**src/hdl/cfg_header_regs.vh**
```
`ifndef CFG_HEADER_REGS_VH
`define CFG_HEADER_REGS_VH

// configuration space byte offsets
`define CFG_VENDOR_IDENTIFIER_OFS 8'h00
`define CFG_DEVICE_IDENTIFIER_OFS 8'h02
`define CFG_COMMAND_CONTROL_OFS   8'h04
`define CFG_MMIO_BASE_OFS         8'h10

// the only function this device claims
`define CFG_OWN_FUNCTION          3'h0

// command_control field positions
`define CMD_IO_ENABLE_BIT         0
`define CMD_MEM_ENABLE_BIT        1
`define CMD_MASTER_ENABLE_BIT     2
`define CMD_RESET                 16'h0000
`define CMD_WRITE_MASK            16'h0006

// memory window: 2048 bytes, base held in bits 31..11
`define MMIO_WINDOW_BITS          11
`define MMIO_BASE_RESET           21'h000000

`endif

```
**src/hdl/mmio_window_decode.v**
```verilog
`timescale 1ns/10ps
module mmio_window_decode #(
    parameter ADDR_WIDTH   = 32,
    parameter WINDOW_BITS  = 11
) (
    input  wire                          access_valid_in,
    input  wire [ADDR_WIDTH-1:0]         access_addr_in,
    input  wire [ADDR_WIDTH-WINDOW_BITS-1:0] window_base_in,
    input  wire                          decode_enable_in,
    output wire                          window_hit_out,
    output wire [WINDOW_BITS-1:0]        window_offset_out
);
    // upper bits must match the programmed base; low bits are the offset
    wire base_match;

    assign base_match        = (access_addr_in[ADDR_WIDTH-1:WINDOW_BITS] == window_base_in);
    assign window_hit_out    = access_valid_in & decode_enable_in & base_match; // [RULE2] [RULE7]
    assign window_offset_out = access_addr_in[WINDOW_BITS-1:0]; // [RULE2]
endmodule

```
**src/hdl/pci_config_command_header.v**
```verilog
// Function
// RULE1: configuration registers answer only cycles addressed to function zero; cfg_ack_out is still given for every function.
// RULE2: controller registers decode in memory space as offsets from the base register.
// RULE3: fixed read-only device identifier at bytes 3..2; writes ignored.
// RULE4: fast back-to-back, postable write, special cycle bits read zero, writes ignored.
// RULE5: error reporting and parity response bits read zero and stay disabled.
// RULE6: wait cycle control and palette snoop bits read constant zero.
// RULE7: memory enable resets to zero; while zero memory accesses are not claimed.
// RULE8: bus master enable is writable, resets zero; no mastering while clear.
`timescale 1ns/10ps
`include "cfg_header_regs.vh"
module pci_config_command_header #(
    parameter [15:0] VENDOR_CODE = 16'h1234, // value is arbitrary
    parameter [15:0] DEVICE_CODE = 16'h5678  // value is arbitrary
) (
    input  wire        clk_in,
    input  wire        reset_n_in,
    input  wire        cfg_valid_in,
    input  wire        cfg_write_in,
    input  wire [2:0]  cfg_function_in,
    input  wire [7:0]  cfg_offset_in,
    input  wire [3:0]  cfg_byte_en_in,
    input  wire [31:0] cfg_wdata_in,
    output reg         cfg_ack_out,
    output reg         cfg_claim_out,
    output reg  [31:0] cfg_rdata_out,
    input  wire        mem_valid_in,
    input  wire [31:0] mem_addr_in,
    output reg         mem_hit_out,
    output reg  [10:0] mem_offset_out,
    input  wire        master_req_in,
    output reg         master_req_out,
    output reg         mem_enable_out,
    output reg         master_enable_out
);
    // dword selects come from the byte offsets; offset bits 1..0 are ignored
    localparam        BASE_W    = 32 - `MMIO_WINDOW_BITS;
    localparam        WIN_W     = `MMIO_WINDOW_BITS;
    localparam [7:0]  ID_OFS    = `CFG_VENDOR_IDENTIFIER_OFS;
    localparam [7:0]  CMD_OFS   = `CFG_COMMAND_CONTROL_OFS;
    localparam [7:0]  BASE_OFS  = `CFG_MMIO_BASE_OFS;
    localparam [15:0] CMD_WMASK = `CMD_WRITE_MASK;

    reg  [15:0]       command_control;
    reg  [BASE_W-1:0] mmio_base;
    reg  [31:0]       next_rdata;
    wire              own_function;
    wire [5:0]        dword_index;
    wire              cfg_read_hit;
    wire              cfg_write_hit;
    wire              cmd_write_strobe;
    wire              base_write_strobe;
    wire [15:0]       command_write;
    wire [15:0]       next_command;
    wire [BASE_W-1:0] base_lane_en;
    wire [BASE_W-1:0] next_base;
    wire              window_hit;
    wire [WIN_W-1:0]  window_offset;
    wire              mem_enable;
    wire              master_enable;
    wire [31:0]       id_dword;
    wire [31:0]       cmd_dword;
    wire [31:0]       base_dword;
    genvar            n;
    genvar            k;

    assign own_function      = (cfg_function_in == `CFG_OWN_FUNCTION); // [RULE1]
    assign dword_index       = cfg_offset_in[7:2];
    assign cfg_read_hit      = cfg_valid_in & ~cfg_write_in & own_function; // [RULE1]
    assign cfg_write_hit     = cfg_valid_in & cfg_write_in & own_function; // [RULE1]
    // identifier dword has no storage, so a write there simply vanishes
    assign cmd_write_strobe  = cfg_write_hit & (dword_index == CMD_OFS[7:2]); // [RULE3]
    assign base_write_strobe = cfg_write_hit & (dword_index == BASE_OFS[7:2]); // [RULE2]
    assign next_command      = cmd_write_strobe ? command_write : command_control;
    assign mem_enable        = command_control[`CMD_MEM_ENABLE_BIT]; // [RULE7]
    assign master_enable     = command_control[`CMD_MASTER_ENABLE_BIT]; // [RULE8]

    // only the memory and master enable bits can ever hold a one; the rest, I/O enable included, is hard-wired zero
    generate
        for (n = 0; n < 16; n = n + 1) begin : g_cmd_bit
            if (CMD_WMASK[n]) begin : g_writable
                assign command_write[n] = cfg_wdata_in[n] & cfg_byte_en_in[n / 8]; // [RULE7] [RULE8]
            end else begin : g_fixed
                assign command_write[n] = 1'b0; // [RULE4] [RULE5] [RULE6]
            end
        end
    endgenerate

    // base bits follow their byte lane; bits below the window never store
    generate
        for (k = 0; k < BASE_W; k = k + 1) begin : g_base_bit
            assign base_lane_en[k] = cfg_byte_en_in[(k + WIN_W) / 8];
            assign next_base[k]    = (base_write_strobe && base_lane_en[k]) ?
                                     cfg_wdata_in[k + WIN_W] : mmio_base[k];
        end
    endgenerate

    assign id_dword   = {DEVICE_CODE, VENDOR_CODE}; // [RULE3]
    // status half lies outside this block and reads zero here
    assign cmd_dword  = {16'h0000, command_control}; // [RULE4] [RULE5] [RULE6]
    assign base_dword = {mmio_base, {WIN_W{1'b0}}}; // [RULE2]

    always @* begin
        next_rdata = 32'h00000000;
        case (dword_index)
            ID_OFS[7:2]: begin
                next_rdata = id_dword; // [RULE3]
            end
            CMD_OFS[7:2]: begin
                next_rdata = cmd_dword;
            end
            BASE_OFS[7:2]: begin
                next_rdata = base_dword;
            end
            default: begin
                next_rdata = 32'h00000000;
            end
        endcase
    end

    // answer comes exactly one clock after any request, claimed or not
    always @(posedge clk_in or negedge reset_n_in) begin
        if (!reset_n_in) begin
            cfg_ack_out <= 1'b0;
        end else begin
            cfg_ack_out <= cfg_valid_in; // [RULE1]
        end
    end

    always @(posedge clk_in or negedge reset_n_in) begin
        if (!reset_n_in) begin
            cfg_claim_out <= 1'b0;
        end else begin
            cfg_claim_out <= cfg_valid_in & own_function; // [RULE1]
        end
    end

    // read data stands only with the answer; zero otherwise keeps the mux quiet
    always @(posedge clk_in or negedge reset_n_in) begin
        if (!reset_n_in) begin
            cfg_rdata_out <= 32'h00000000;
        end else if (cfg_read_hit) begin
            cfg_rdata_out <= next_rdata; // [RULE1]
        end else begin
            cfg_rdata_out <= 32'h00000000;
        end
    end

    // enables reset to zero, so no memory access is claimed and nothing mastered until software sets them
    always @(posedge clk_in or negedge reset_n_in) begin
        if (!reset_n_in) begin
            command_control <= `CMD_RESET; // [RULE7] [RULE8]
        end else begin
            command_control <= next_command; // [RULE7] [RULE8]
        end
    end

    // base resets to zero; software must program it before setting memory enable
    always @(posedge clk_in or negedge reset_n_in) begin
        if (!reset_n_in) begin
            mmio_base <= `MMIO_BASE_RESET;
        end else begin
            mmio_base <= next_base; // [RULE2]
        end
    end

    mmio_window_decode #(
        .ADDR_WIDTH  (32),
        .WINDOW_BITS (WIN_W)
    ) u_decode (
        .access_valid_in   (mem_valid_in),
        .access_addr_in    (mem_addr_in),
        .window_base_in    (mmio_base),
        .decode_enable_in  (mem_enable),
        .window_hit_out    (window_hit),
        .window_offset_out (window_offset)
    );

    // hit registered so a settling address never glitches the claim
    always @(posedge clk_in or negedge reset_n_in) begin
        if (!reset_n_in) begin
            mem_hit_out <= 1'b0;
        end else begin
            mem_hit_out <= window_hit; // [RULE2] [RULE7]
        end
    end

    // offset is zeroed on a miss so the memory side never sees a foreign address
    always @(posedge clk_in or negedge reset_n_in) begin
        if (!reset_n_in) begin
            mem_offset_out <= {WIN_W{1'b0}};
        end else begin
            mem_offset_out <= window_hit ? window_offset : {WIN_W{1'b0}}; // [RULE2]
        end
    end

    // request drops within a cycle of clearing the enable
    always @(posedge clk_in or negedge reset_n_in) begin
        if (!reset_n_in) begin
            master_req_out <= 1'b0;
        end else begin
            master_req_out <= master_req_in & master_enable; // [RULE8]
        end
    end

    // registered copies keep every top output straight from a flop
    always @(posedge clk_in or negedge reset_n_in) begin
        if (!reset_n_in) begin
            mem_enable_out <= 1'b0;
        end else begin
            mem_enable_out <= mem_enable; // [RULE7]
        end
    end

    always @(posedge clk_in or negedge reset_n_in) begin
        if (!reset_n_in) begin
            master_enable_out <= 1'b0;
        end else begin
            master_enable_out <= master_enable; // [RULE8]
        end
    end
endmodule

```
**config.mk**
```make
export PLATFORM = sky130hd
export DESIGN_NAME = pci_config_command_header
export DESIGN_NICKNAME = d
export VERILOG_FILES = /design/src/hdl/mmio_window_decode.v /design/src/hdl/pci_config_command_header.v
export VERILOG_INCLUDE_DIRS = /design/src /design/src/hdl
export SDC_FILE = /design/constraint.sdc
export NUM_CORES = 1
export LEC_CHECK = 0
export ABC_AREA = 1
export BUFFER_PORTS_ARGS = -buffer_cell sky130_fd_sc_hd__buf_2
export CORE_MARGIN = 10
export CORE_UTILIZATION = 47
export CTS_BUF_LIST = sky130_fd_sc_hd__clkbuf_8 sky130_fd_sc_hd__clkbuf_16
export DETAILED_ROUTE_END_ITERATION = 10
export PLACE_DENSITY = 0.84
export SLEW_MARGIN = 20
export SYNTH_ARGS = -nofsm -noshare
export SYNTH_HDL_FRONTEND = slang
export SYNTH_HIERARCHICAL = 1
export SYNTH_SLANG_ARGS = --single-unit
```
**constraint.sdc**
```tcl
create_clock -name clk_in -period 1.7 [get_ports clk_in]
set_input_delay 0.17 -clock clk_in [delete_from_list [all_inputs] [get_ports clk_in]]
set_output_delay 0.17 -clock clk_in [all_outputs]
set_load 0.02 [all_outputs]
```
==> results of run 1 <==
[metal layers]
layer / up-vias / track usage [%] / wire length [um]
met3: 8 / 5.467 / 580
met5: - / 0 / 0
li1: 1271 / - / -
met2: 83 / 25.98 / 3933
met1: 1121 / 17.39 / 3041
met4: 0 / 6.836 / 111
[cells by family after synthesis]
family / count (synthesis) / synth area share (%)
xor gates and xnor gates: 2 / 0.5871
AOI/OAI and AO/OA: 7 / 1.258
DFF: 64 / 53.67
and+or+nand+nor: 203 / 29.85
other: 1 / 0.1257
buffers and inverters: 87 / 14.51
[how the worst min path moves through the flow]
| stage | cells past startpoint | slack [ns] | startpoint | to |
|---|---|---|---|---|
| after global routing | 3 | 0.01 | master_req_in | master_req_out$_DFF_PN0_ |
| after detailed placement | 2 | 0.21 | reset_n_in | cfg_claim_out$_DFF_PN0_ |
| after global placement | 2 | 0.20 | reset_n_in | cfg_ack_out$_DFF_PN0_ |
| after CTS | 3 | 0.005 | mem_addr_in[9] | mem_offset_out[9]$_DFF_PN0_ |
| final | 3 | 0.02 | mem_addr_in[9] | mem_offset_out[9]$_DFF_PN0_ |
| after floorplan | 0 | -0.13 | reset_n_in | cfg_ack_out$_DFF_PN0_ |
[sequential cells by signal, summed over array words and instances (netlist names), 2 cells and up]
register and count:
mem_offset_out 11, cfg_rdata_out 24, command_control 2, mmio_base 21
[critical path, delay by kind of cell]
| kind | cells | cell delay, ns |
|---|---|---|
| buffers and inverters | 3 | 0.72 |
| AND/OR/NAND/NOR | 5 | 0.87 |
[synthesized netlist by cell type]
library cell / count / area share (%)
nand2_1: 115 / 14
nor2_4: 4 / 1.5
o21ai_0: 5 / 0.84
inv_1: 57 / 7.2
xor2_1: 2 / 0.59
dfrtp_1: 64 / 54
buf_2: 1 / 0.17
and3_1: 1 / 0.21
nand3_2: 3 / 1.0
nand4_1: 1 / 0.21
nand3_1: 33 / 5.5
inv_2: 2 / 0.25
nand3_4: 1 / 0.59
nor2_2: 5 / 1.0
nand2_2: 3 / 0.63
buf_6: 4 / 1.5
nor2_1: 37 / 4.7
conb_1: 1 / 0.13
clkbuf_1: 3 / 0.38
buf_4: 20 / 5.0
o22ai_1: 2 / 0.42
[power by group]
part	internal (mW)	switching (mW)
Clock	0.857	0.570
Sequential	1.53	0.00498
Combinational	0.0947	0.131
Total	2.48	0.707
[final cells by class]
class,instances,area (sq um)
repair buffers,121,635.6
well taps,75,93.84
clock inverters,6,82.58
inverters,59,221.5
flip-flops and latches,64,1602
multi-input cells,218,973.4
clock buffers,10,137.6
fillers,539,2280
[timing repair]
| action | 4_1_cts | 5_1_grt |
|---|---|---|
| hold buffers | 2 | 0 |
| endpoints found under the hold margin | 65 | 0 |
| setup endpoints to repair | 0 | 11 |
| gates resized for setup | 0 | 1 |
==> run_results.csv, run 1 <==
group,metric,value,unit
finish,num_antenna_cells,0,
clock_network,clock-sinks,64,
worst_setup_path,crit_fanout,21,
routing,ant_nets,0,
global_routing,globalRouteTotalUtil,15.53,%
pwr,power_density,851.0,nW/um^2
worst_setup_path,reg2reg_depth,9,
global_routing,grt_max_degree,65,
worst_setup_path,cpMostUsedCell,"nand2_1",
finish,final_cell_mix,"buf_2 (116), nand2_1 (115), dfrtp_1 (64)",
die,core_area,6026,sq um
timing,finalMaxSlewViolations,0,
timing,tns,0,ns
synth,syn_inst,364,
timing,tightest_slew,0.5105,ns
routing,drt-pass1-iter-count,4,
placement,io_buffers,116,
clock_network,cts.clk_slew.worst_paths,0.07,ns
clock_network,cts-buffers-inserted,9,
die,rows,28,
clock_network,post-cts-setup-buffer-count,0,
routing,totalWireLength,7667,um
synth,synth_area,2984,sq um
finish,fin_util,62.17,%
worst_setup_path,cp.arrival,1.76,ns
clock_network,htreeDepth,3,
worst_setup_path,crit_type,"input pin to flip-flop",
worst_setup_path,start_kind,"input pin",
pwr,power,3.188,mW
timing,finalWorstSetupSlack,0.1971,ns
global_routing,antenna_found_initial,0,
synth,ys_ff_latch,64,
worst_setup_path,crit_chain,"dlygate4sd3_1, buf_2, nand2_1, inv_2, nand3_2, nor2_4, nand3_1, nand2_1",
die,io-pin-count,134,
finish,nNetsFinal,558,
worst_setup_path,slowest_delay,0.52,ns
status,status,"finished, final reports clean",
placement,dp.cells,535,
routing,drc_errors,0,
finish,area_growth,25.53,%
routing,vias,2483,
clock_network,ctsRootBufferMaster,"clkbuf_8",
timing,setup_violations,0,
die,chipHeight,99.68,um
die,start_util,49.52,%
global_routing,grt.overflow.total,0,
timing,rsz0062_at_grt,"no",
worst_setup_path,cp-endpoint,"mmio_base[18]$_DFFE_PN0P_",
synth,ys.warnings.count,6,
routing,avgRoutedWirePerCell,13.86,um
worst_setup_path,rr_endpoint,"mem_offset_out[1]$_DFF_PN0_",
placement,dp_hpwl,5989,um
timing,hold_ws,0.01927,ns
synth,syn_area_per_cell,8.198,sq um
synth,ys_seq_area_share,53.67,%
hold_path,hold_class,"input pin to flip-flop",
worst_setup_path,critPathCaptureType,"flip-flop",
global_routing,grt_pass1_wl,12290,um
timing,slew_headroom,65.88,%
global_routing,grt_pass1_vias,2550,
run,cap_viol_max_count,0,
synth,synth_cell_types,21,
placement,gp_congestion,0.8051,
die,die_x,99.68,um
timing,finalCriticalPeriod,1.503,ns
clock_network,clockBufferDepth,2,
timing,skew,0.007901,ns
worst_setup_path,reg2reg_slack,0.26,ns
routing,drt_iter0_drc,114,
worst_setup_path,cpMaxStageDelayCell,"dlygate4sd3_1",
timing,hold_viol,0,
worst_setup_path,critPathLaunch,"cfg_valid_in",
timing,fin_crit_sh,88.41,%
routing,routed_via_density,4.490,
placement,placed_cell_area,3501,sq um
finish,final_common_cell,"buf_2",
pwr,irDropWorstVdd,429.9,uV
clock_network,cts_tree,"built",
worst_setup_path,cp.required,1.96,ns
worst_setup_path,r2r-start,"mmio_base[18]$_DFFE_PN0P_",
finish,instances_no_fill,553,
die,dieArea,9936,sq um
clock_network,clkLatencyLatePin,0.33,ns
finish,drive_above_1_share,32.01,%
placement,dp_slack,0.1369,ns
finish,stdcell_area,3746,sq um
pwr,power_leakage,2.321,nW
timing,clock.fmax,665.4,MHz
Power figures use the tool's default switching activity.
==> inputs of run 2 (changes only) <==
--- a/config.mk
+++ b/config.mk
@@ -8,6 +8,7 @@
 export LEC_CHECK = 0
 export ABC_AREA = 1
 export BUFFER_PORTS_ARGS = -buffer_cell sky130_fd_sc_hd__buf_2
+export CAP_MARGIN = 20
 export CORE_MARGIN = 10
 export CORE_UTILIZATION = 47
 export CTS_BUF_LIST = sky130_fd_sc_hd__clkbuf_8 sky130_fd_sc_hd__clkbuf_16
==> constraint.sdc (replaced) <==
create_clock -name clk_in -period 1.5 [get_ports clk_in]
set_input_delay 0.15 -clock clk_in [delete_from_list [all_inputs] [get_ports clk_in]]
set_output_delay 0.15 -clock clk_in [all_outputs]
set_load 0.02 [all_outputs]
==> run_results.csv, run 2 (synthesis gave the netlist of run 1 again) <==
group,metric,value,unit
routing,routed_via_density,4.514,
die,die_x,99.68,um
finish,nNetsFinal,575,
finish,top_register,"cfg_rdata_out",
pwr,power,3.304,mW
run,cap_viol_max_count,0,
placement,dp.cells,539,
status,status,"finished, final reports clean",
global_routing,antenna_found_initial,0,
finish,final_cell_mix,"buf_2 (116), nand2_1 (113), dfrtp_1 (64)",
global_routing,grt_pass1_vias,2623,
global_routing,globalRouteTotalUtil,16.28,%
routing,drt-pass1-iter-count,4,
finish,num_antenna_cells,0,
die,chipHeight,99.68,um
worst_setup_path,start_kind,"input pin",
die,core_area,6026,sq um
die,rows,28,
pwr,power_leakage,2.376,nW
routing,avgRoutedWirePerCell,14.01,um
timing,fin_crit_sh,93.44,%
placement,dp_hpwl,6008,um
worst_setup_path,cp_num_buf_inv,4,
pwr,irDropWorstVdd,561.4,uV
worst_setup_path,crit_fanout,21,
clock_network,clockBufferDepth,2,
finish,instances_no_fill,570,
clock_network,htreeDepth,3,
worst_setup_path,cpMostUsedCell,"nand2_1",
worst_setup_path,crit_chain,"dlygate4sd3_1, buf_2, nand2_1, inv_2, nand3_2, nor2_4, buf_4, nand3_1, nand2_1",
clock_network,clkLatencyLatePin,0.34,ns
timing,finalCriticalPeriod,1.402,ns
timing,hold_viol,0,
die,dieArea,9936,sq um
timing,clock.fmax,713.5,MHz
timing,setup_violations,0,
timing,rsz0062_at_grt,"yes",
die,io-pin-count,134,
finish,top_regs,"cfg_rdata_out (24), mmio_base (21), mem_offset_out (11)",
clock_network,cts_tree,"built",
worst_setup_path,critPathTopFamily,"buffers and inverters",
hold_path,hold_class,"input pin to flip-flop",
worst_setup_path,crit_type,"input pin to flip-flop",
routing,ant_nets,0,
placement,io_buffers,116,
pwr,power_density,854.1,nW/um^2
clock_network,clock-sinks,64,
finish,final_common_cell,"buf_2",
routing,totalWireLength,7984,um
global_routing,grt_max_degree,65,
global_routing,grt.overflow.total,0,
routing,vias,2573,
clock_network,ctsRootBufferMaster,"clkbuf_8",
clock_network,cts.clk_slew.worst_paths,0.07,ns
timing,hold_ws,0.02566,ns
routing,drt_iter0_drc,98,
worst_setup_path,cp.arrival,1.68,ns
timing,finalMaxSlewViolations,0,
worst_setup_path,cp.required,1.78,ns
timing,skew,0.007890,ns
routing,drc_errors,0,
clock_network,cts-buffers-inserted,9,
worst_setup_path,slowest_delay,0.53,ns
worst_setup_path,critPathCaptureType,"flip-flop",
finish,area_growth,29.64,%
finish,drive_above_1_share,33.33,%
finish,largest_register_ffs,24,
worst_setup_path,cpMaxStageDelayCell,"dlygate4sd3_1",
global_routing,grt_pass1_wl,12770,um
placement,gp_congestion,0.8088,
die,start_util,49.52,%
run 2: cell count changes in the layout (fill, tap and decap cells not counted), sizes merged:
cell	before	now
dlygate4sd3	2	12
buf	119	126
bufinv	2	0
clkinv	3	4
clkinvlp	1	2
run 2: per-layer routing:
| metal | track usage (%) | up-vias | wire length, um |
|---|---|---|---|
| li1 | - | 1308 | - |
| met1 | 17.73 | 1160 | 2988 |
| met2 | 27.23 | 92 | 4074 |
| met3 | 5.952 | 13 | 711 |
| met4 | 8.159 | 0 | 209 |
| met5 | 0 | - | 0 |
run 2: cell type report:
type | count | area, sq um
Tap cell | 75 | 93.84
Inverter | 59 | 221.5
Fill cell | 518 | 2157
Timing Repair Buffer | 138 | 800.8
Multi-Input combinational cell | 218 | 978.4
Sequential cell | 64 | 1602
Clock buffer | 10 | 137.6
Clock inverter | 6 | 35.03
run 2: final timing paths:
| kind | startpoint | endpoint | slack, ns | cells past startpoint |
|---|---|---|---|---|
| max | cfg_valid_in | mmio_base[15]$_DFFE_PN0P_ | 0.1 | 9 |
| min | mem_addr_in[1] | mem_offset_out[1]$_DFF_PN0_ | 0.03 | 3 |
| max reg2reg | mmio_base[6]$_DFFE_PN0P_ | mem_offset_out[2]$_DFF_PN0_ | 0.1 | 10 |
| min reg2reg | command_control[1]$_DFFE_PN0P_ | mem_enable_out$_DFF_PN0_ | 0.43 | 0 |
| max in group asynchronous | reset_n_in | mmio_base[4]$_DFFE_PN0P_ | 0.86 | 3 |
| min in group asynchronous | reset_n_in | cfg_ack_out$_DFF_PN0_ | 0.35 | 3 |
run 2: worst min-delay path, delay by kind of cell:
| kind | cells | cell delay, ns |
|---|---|---|
| AND/OR/NAND/NOR | 1 | 0.05 |
| buffers and inverters | 2 | 0.13 |
run 2: through the flow:
step	utilization (%)	setup TNS [ns]	worst slack, ns	cell area [sq um]
6_report	64.20	0	0.09839	3869
5_1_grt	64.20	-0.08700	-0.02016	3869
4_1_cts	63.66	0	0.1113	3836
3_5_place_dp	58.80	0	0.1311	3543
3_3_place_gp	58.80	0	0.1791	3543
2_1_floorplan	-	0	0.1596	3003
run 2: repair_timing:
item	CTS	global route
resized for setup	0	5
hold endpoints to repair	75	0
setup endpoints to repair	0	7
setup buffers	0	3
hold buffers	12	0
run 2: power by group:
part | total [mW] | leakage (nW) | switching [mW] | internal (mW)
sequential | 1.74 | 0.891 | 0.00565 | 1.73
clock | 1.29 | 0.0878 | 0.654 | 0.631
combinational | 0.281 | 1.40 | 0.155 | 0.126
